**src/shared/lhc_pkg.sv**
```systemverilog
// constants and types for the link host control register bank
package lhc_pkg;
  // register byte offsets
  localparam logic [7:0]  OFS_CTRL_SET = 8'h50;
  localparam logic [7:0]  OFS_CTRL_CLR = 8'h54;
  localparam logic [7:0]  OFS_SID_BASE = 8'h64;
  // control word bit positions
  localparam int          BIT_SWAP_DIS = 30;
  localparam int          BIT_OWNER    = 23;
  localparam int          BIT_ENH_USE  = 22;
  localparam int          BIT_PWR_ON   = 19;
  localparam int          BIT_POST_EN  = 18;
  localparam int          BIT_CONNECT  = 17;
  localparam int          BIT_SRST     = 16;
  // implemented bits, bits software may set, bits software may clear
  localparam logic [31:0] CTRL_RD_MASK  = 32'h40CF_0000;
  localparam logic [31:0] CTRL_SET_MASK = 32'h404E_0000;
  localparam logic [31:0] CTRL_CLR_MASK = 32'h40CE_0000;
  localparam logic [31:0] CTRL_RESET    = 32'h0000_0000;
  // self-id base pointer: writable field starts at this bit
  localparam int          SID_LSB      = 11;
  localparam logic [20:0] SID_RESET    = 21'h00_0000;
  // soft reset duration in clock cycles
  localparam logic [7:0]  SRST_CYCLES  = 8'h10;

  // bus data phase states
  typedef enum logic [1:0] {
    PH_IDLE,
    PH_WRITE,
    PH_READ_WAIT,
    PH_READ_DONE
  } lhc_phase_t;

  // control levels handed to the link logic
  typedef struct packed {
    logic        swap_disable;
    logic        config_owner;
    logic        enh_use;
    logic        phy_comm;
    logic        post_en;
    logic        connect;
    logic        pkt_allow;
    logic        link_flush;
    logic [31:0] sid_base;
  } lhc_link_ctrl_t;

  // whole state of the register bank
  typedef struct packed {
    lhc_phase_t  ph;
    logic [7:0]  addr;
    logic [31:0] ctrl;
    logic [20:0] sid;
    logic        busy;
    logic [7:0]  cnt;
    logic [31:0] rdata;
  } lhc_state_t;
endpackage

```
**src/lhc_regs.sv**
```systemverilog
// link host control and self-id pointer registers on an AHB-Lite slave

// How it works
// - reserved control bits 31, 29-24, 21-20, 15-0 always read zero
// - bit 30 selects byte swapping of outside and DMA data accesses
// - bit 23 grants enhancement ownership, cleared by software, eeprom loads it
// - link power bit zero blocks all link to phy communication
// - bit 18 enables posted writes when one, disables when zero
// - bus connect bit 17 cleared by hardware reset and soft reset
// - bus connect zero: no packet received, processed or sent, at once
// - writing bit 16 resets link state, flushes fifos, resets registers
// - bit 16 reads one during soft reset, clears itself when done
// - pointer register holds 2-Kbyte aligned self-id buffer base
// - only pointer bits 31-11 writable, bits 10-0 read zero
// - flags reached via set address 50h and clear address 54h
module lhc_regs #(
  parameter logic [7:0] SRST_CYCLES = lhc_pkg::SRST_CYCLES
) (
  input  wire logic                    REF_CLK,
  input  wire logic                    NRST,
  input  wire logic                    HSEL,
  input  wire logic [31:0]             HADDR,
  input  wire logic [1:0]              HTRANS,
  input  wire logic                    HWRITE,
  input  wire logic [2:0]              HSIZE,
  input  wire logic [31:0]             HWDATA,
  input  wire logic                    HREADY,
  output logic      [31:0]             HRDATA,
  output logic                         HREADYOUT,
  output logic                         HRESP,
  input  wire logic                    EEPROM_LOAD,
  input  wire logic                    EEPROM_OWNER,
  output lhc_pkg::lhc_link_ctrl_t      LINK_CTRL
);

  lhc_pkg::lhc_state_t s;
  lhc_pkg::lhc_state_t next_s;
  logic [31:0]         ctrl_word;
  logic [31:0]         rd_word;
  logic                take;
  logic                wr_ok;

  // control word as read back: stored flags plus soft reset in progress
  always_comb
  begin
    ctrl_word = s.ctrl & lhc_pkg::CTRL_RD_MASK;
    ctrl_word[lhc_pkg::BIT_SRST] = s.busy;
  end

  // read decode; unmapped addresses read zero
  always_comb
  begin
    case (s.addr)
      lhc_pkg::OFS_CTRL_SET: rd_word = ctrl_word;
      lhc_pkg::OFS_CTRL_CLR: rd_word = ctrl_word;
      lhc_pkg::OFS_SID_BASE: rd_word = {s.sid, 11'h000};
      default:               rd_word = 32'h0000_0000;
    endcase
  end

  // address phase accepted; hsize is not checked, whole words assumed
  assign take  = HSEL && HTRANS[1] && HREADY;
  // register writes are dropped while a soft reset runs
  assign wr_ok = (s.ph == lhc_pkg::PH_WRITE) && !s.busy;

  // next state: bus phases, register writes, soft reset, eeprom load
  always_comb
  begin
    next_s = s;
    case (s.ph)
      lhc_pkg::PH_IDLE:
      begin
        next_s.ph = lhc_pkg::PH_IDLE;
      end
      lhc_pkg::PH_WRITE:
      begin
        next_s.ph = lhc_pkg::PH_IDLE;
      end
      lhc_pkg::PH_READ_WAIT:
      begin
        next_s.rdata = rd_word;
        next_s.ph    = lhc_pkg::PH_READ_DONE;
      end
      lhc_pkg::PH_READ_DONE:
      begin
        next_s.ph = lhc_pkg::PH_IDLE;
      end
      default:
      begin
        next_s.ph = lhc_pkg::PH_IDLE;
      end
    endcase
    // soft reset countdown, bit drops by itself at the end
    if (s.busy)
    begin
      next_s.cnt = s.cnt - 8'h01;
      if (s.cnt == 8'h01)
      begin
        next_s.busy = 1'b0;
      end
    end
    // register writes in the data phase
    if (wr_ok)
    begin
      case (s.addr)
        lhc_pkg::OFS_CTRL_SET:
        begin
          next_s.ctrl = s.ctrl | (HWDATA & lhc_pkg::CTRL_SET_MASK);
          if (HWDATA[lhc_pkg::BIT_SRST])
          begin
            // flags and pointer back to reset values, owner bit kept
            next_s.ctrl = s.ctrl & (32'h0000_0001 << lhc_pkg::BIT_OWNER);
            next_s.ctrl[lhc_pkg::BIT_CONNECT] = 1'b0;
            next_s.sid  = lhc_pkg::SID_RESET;
            next_s.busy = 1'b1;
            next_s.cnt  = SRST_CYCLES;
          end
        end
        lhc_pkg::OFS_CTRL_CLR:
        begin
          next_s.ctrl = s.ctrl & ~(HWDATA & lhc_pkg::CTRL_CLR_MASK);
        end
        lhc_pkg::OFS_SID_BASE:
        begin
          next_s.sid = HWDATA[31:lhc_pkg::SID_LSB];
        end
        default:
        begin
          next_s.sid = s.sid;
        end
      endcase
    end
    // eeprom load of the ownership flag beats a same-cycle clear
    if (EEPROM_LOAD)
    begin
      next_s.ctrl[lhc_pkg::BIT_OWNER] = EEPROM_OWNER;
    end
    // a new address phase
    if (take)
    begin
      next_s.addr = HADDR[7:0];
      next_s.ph   = HWRITE ? lhc_pkg::PH_WRITE : lhc_pkg::PH_READ_WAIT;
    end
  end

  // state register
  always_ff @(posedge REF_CLK or negedge NRST)
  begin
    if (!NRST)
    begin
      s.ph    <= lhc_pkg::PH_IDLE;
      s.addr  <= 8'h00;
      s.ctrl  <= lhc_pkg::CTRL_RESET;
      s.sid   <= lhc_pkg::SID_RESET;
      s.busy  <= 1'b0;
      s.cnt   <= 8'h00;
      s.rdata <= 32'h0000_0000;
    end
    else
    begin
      s <= next_s;
    end
  end

  // bus answers: one wait state on reads so prior writes are visible
  assign HREADYOUT = (s.ph != lhc_pkg::PH_READ_WAIT);
  assign HRESP     = 1'b0;
  assign HRDATA    = s.rdata;

  // link control levels
  always_comb
  begin
    LINK_CTRL.swap_disable = s.ctrl[lhc_pkg::BIT_SWAP_DIS];
    LINK_CTRL.config_owner = s.ctrl[lhc_pkg::BIT_OWNER];
    LINK_CTRL.enh_use      = s.ctrl[lhc_pkg::BIT_ENH_USE];
    LINK_CTRL.phy_comm     = s.ctrl[lhc_pkg::BIT_PWR_ON] && !s.busy;
    LINK_CTRL.post_en      = s.ctrl[lhc_pkg::BIT_POST_EN];
    LINK_CTRL.connect      = s.ctrl[lhc_pkg::BIT_CONNECT];
    LINK_CTRL.pkt_allow    = s.ctrl[lhc_pkg::BIT_CONNECT] && !s.busy;
    LINK_CTRL.link_flush   = s.busy;
    LINK_CTRL.sid_base     = {s.sid, 11'h000};
  end

  // helper: length of the current soft reset
  logic [7:0] busy_len;
  always_ff @(posedge REF_CLK or negedge NRST)
  begin
    if (!NRST)
    begin
      busy_len <= 8'h00;
    end
    else
    begin
      busy_len <= s.busy ? busy_len + 8'h01 : 8'h00;
    end
  end
endmodule // lhc_regs

```
**config.mk**
```make
export PLATFORM = sky130hd
export DESIGN_NAME = lhc_regs
export DESIGN_NICKNAME = d
export VERILOG_FILES = /design/src/shared/lhc_pkg.sv /design/src/lhc_regs.sv
export SDC_FILE = /design/constraint.sdc
export NUM_CORES = 1
export LEC_CHECK = 0
export ABC_AREA = 1
export BUFFER_PORTS_ARGS = -buffer_cell sky130_fd_sc_hd__buf_2
export CAP_MARGIN = 20
export CORE_MARGIN = 1.5
export CORE_UTILIZATION = 45
export CTS_CLUSTER_DIAMETER = 100
export DETAILED_ROUTE_END_ITERATION = 10
export PLACE_DENSITY = 0.75
export RECOVER_POWER = 100
export SLEW_MARGIN = 20
export SYNTH_ARGS = -nofsm -noshare
export SYNTH_HDL_FRONTEND = slang
export SYNTH_SLANG_ARGS = --single-unit
```
**constraint.sdc**
```tcl
create_clock -name REF_CLK -period 2.2 [get_ports REF_CLK]
set_input_delay 0.22 -clock REF_CLK [delete_from_list [all_inputs] [get_ports REF_CLK]]
set_output_delay 0.22 -clock REF_CLK [all_outputs]
set_load 0.01 [all_outputs]
```
==> results.tsv <==
metric	value	unit
register area share after synthesis	43.18	%
Clock Skew	7.030	ps
die width	95.89	µm
Worst slew margin	45.59	%
Setup TNS	0	ps
vias in the first global route	2825	
1st-pass router iterations	5	
Post-Place Cell Area	3936	µm²
post-synthesis cell area	3882	µm²
RSZ-0062 raised after global routing	false	
initial antenna violation count	0	
crit end category	flip-flop	
HP Class	input port to flip-flop	
Die Ht	95.89	µm
H-tree lvl count	3	
FF+latch count, synth	67	
via count	3061	
Worst Hold Depth	3	
Commonest cells post-synth	131 x nand2_1, 74 x buf_4, 67 x dfrtp_1, 57 x nor2_1, 56 x inv_1	
Final Cycle Share	82.71	%
CP peak stage delay	390	ps
final worst setup slack	380.3	ps
Multi-input gate area	1395	µm²
CTS Sinks	67	
number of DRC markers in iteration 0	131	
share of cells above drive strength 1	12.36	%
Root Buffer Master	clkbuf_8	
Finished Cell Area	4089	µm²
TritonCTS clock tree	done	
Via density	4.673	
WS Path Type	flip-flop to flip-flop	
Avg Cell Area, Syn	7.688	µm²
Worst R2R End	LINK_CTRL[20]	
Hold EP	LINK_CTRL[38]	
worst hold path startpoint	EEPROM_OWNER	
P&R area growth vs syn	5.317	%
largest net degree at the start of global routing	37	
first-pass GRT wire length	12.65	mm
f_max	549.6	MHz
Site Rows	33	
hpwl dp	5.566	mm
Post-route DRC	0	
Fin. Hold Viols	0	
min cycle time layout	1820	ps
core area	8299	µm²
total power	3213	µW
Slew @ Worst Pin	816.2	ps
worst-path cell chain	inv_2 -> nand2_2 -> nor2_4 -> nand2_4 -> inv_1 -> nand2_4 -> nand2_2 -> nand2_1 -> nand2_1	
Tot GR Track Use	17.77	%
# port buffers	87	
DR WL/cell	12.11	µm
post-CTS sizing	0	
startpoint of the worst register-to-register path	s[101]	
GPL Wtd Cong	0.8005	
Synth cell types	25	
ys flop type	dfrtp_1	
postcts setup bufs	0	
post-synth top area cell	dfrtp_1	
VDD IR max	0.3217	mV
top cells by area, synth	dfrtp_1 43%, buf_4 14%, nand2_1 13%	
Required @ worst endpoint	2480	ps
max-slew violations	0	
clock latency on the worst-skew pair	340	ps
leakage	0.002230	µW
cell with the most instances after synthesis	nand2_1	
Worst-path clk slew	80	ps
num ports	150	
Power Dens Cells	785.7	nW/µm²
Storage cell area	1677	µm²
maximum fanout along the worst path	22	
setup violators final	0	
outcome	finished clean	
Final Core Density	49.27	%
r2r setup slk	380	ps
Post-DRT Antenna Nets	0	
CP Data Arrival Time	2100	ps
Antenna Cells	0	
die area	9194	µm²
Final nets	623	
total CTS buffers	9	
Max Buffers Root-to-Sink	2	
synth warn	0	
Post-CTS Hold Buffers	1	
total grt overflow	0	
Mapped Cells	505	
Post-synth ARST share	100.0	%
Post-Place Setup Slack	578.9	ps
CP max stage cell	dfrtp_1	
Initial Util	46.78	%
Post-synth EDFFs	0	
Worst setup SP type	flip-flop	
WL final	7.932	mm
worst reg2reg path depth	9	
Synth top area share	43.18	%
Max Cap Viol	0	
FILL cells	845	
==> per-stage QoR <==
stage / std cells / hold slack, ps
final: 655 / 83.54
after detailed placement: 638 / 329.4
after floorplan: 527 / -75.59
after global placement: 638 / 319.0
after CTS: 655 / 78.59
after global routing: 655 / 88.74
==> sequential cells by signal, summed over array words and instances (netlist names) <==
name       count
LINK_CTRL     27
ctrl_word      1
s             18
HRDATA        21
==> kinds of logic after synthesis <==
group           synth area share (%)
fa+ha+maj                     0.6444
flops                          43.18
mux                           0.2900
simple gates                   27.14
other cells                  0.09659
buf+inv                        22.82
compound gates                 5.382
xor+xnor                      0.4513
==> power by group <==
| group | leakage, µW | switching, µW | total, µW | internal, µW |
|---|---|---|---|---|
| clock network | 0.000113 | 473 | 1170 | 699 |
| registers | 0.000820 | 89.0 | 1470 | 1380 |
| logic | 0.00130 | 375 | 575 | 200 |
| total | 0.00223 | 937 | 3210 | 2280 |
==> cell type report <==
class                      instances  share of cell area [%]
multi-input combinational        313                   34.12
inverter                          58                   5.324
tap                              105                   3.213
clock buffer                      12                   3.794
timing repair buffer              96                   10.77
sequential                        67                   41.00
clock inverter                     4                   1.775
==> worst max path at each step <==
| stage | from | to | slack [ps] | cells past startpoint |
|---|---|---|---|---|
| after floorplan | s[103] | LINK_CTRL[25] | 850 | 5 |
| after global placement | s[101] | LINK_CTRL[34] | 610 | 8 |
| after detailed placement | s[98] | LINK_CTRL[28] | 580 | 9 |
| after CTS | s[101] | LINK_CTRL[20] | 550 | 9 |
| after global routing | s[103] | HRDATA[23] | 220 | 7 |
| final | s[101] | LINK_CTRL[20] | 380 | 9 |
==> worst max-delay path: cells and delay by family (launching register included) <==
kind	cells	cell delay [ps]
buf+inv	2	180
simple gates	7	1180
flops	1	390
==> metal layers <==
metal | vias to the layer above | track usage, % | part of all wire, %
met2 | 95 | 29.81 | 48
met3 | 3 | 2.686 | 5.6
met5 | - | 0 | 0
met1 | 1428 | 22.02 | 46
met4 | 0 | 9.191 | 0.48
li1 | 1535 | - | -
==> cell usage in the layout, fill, tap and decap left out <==
master,synthesis,layout
nand2_1,131,132
clkbuf_8,0,11
bufinv_16,0,2
mux2_2,1,1
clkbuf_1,5,55
dlygate4sd3_1,0,1
inv_1,56,57
clkinv_2,0,1
buf_4,74,3
xnor2_1,1,1
nand3_4,1,1
ha_1,2,2
o21ai_0,20,20
clkbuf_2,0,1
o211ai_1,1,1
buf_12,0,1
clkinvlp_4,0,1
nand2_2,3,3
conb_1,1,23
nor2_1,57,57
dfrtp_1,67,67
nor3_4,1,1
nand3_1,43,43
xor2_1,1,1
nand2_4,3,2
a31oi_1,1,1
nor2_4,3,3
inv_2,2,1
nand4_1,2,2
a21oi_1,19,19
buf_2,3,36
No activity file was read; power rests on OpenSTA's default activity.
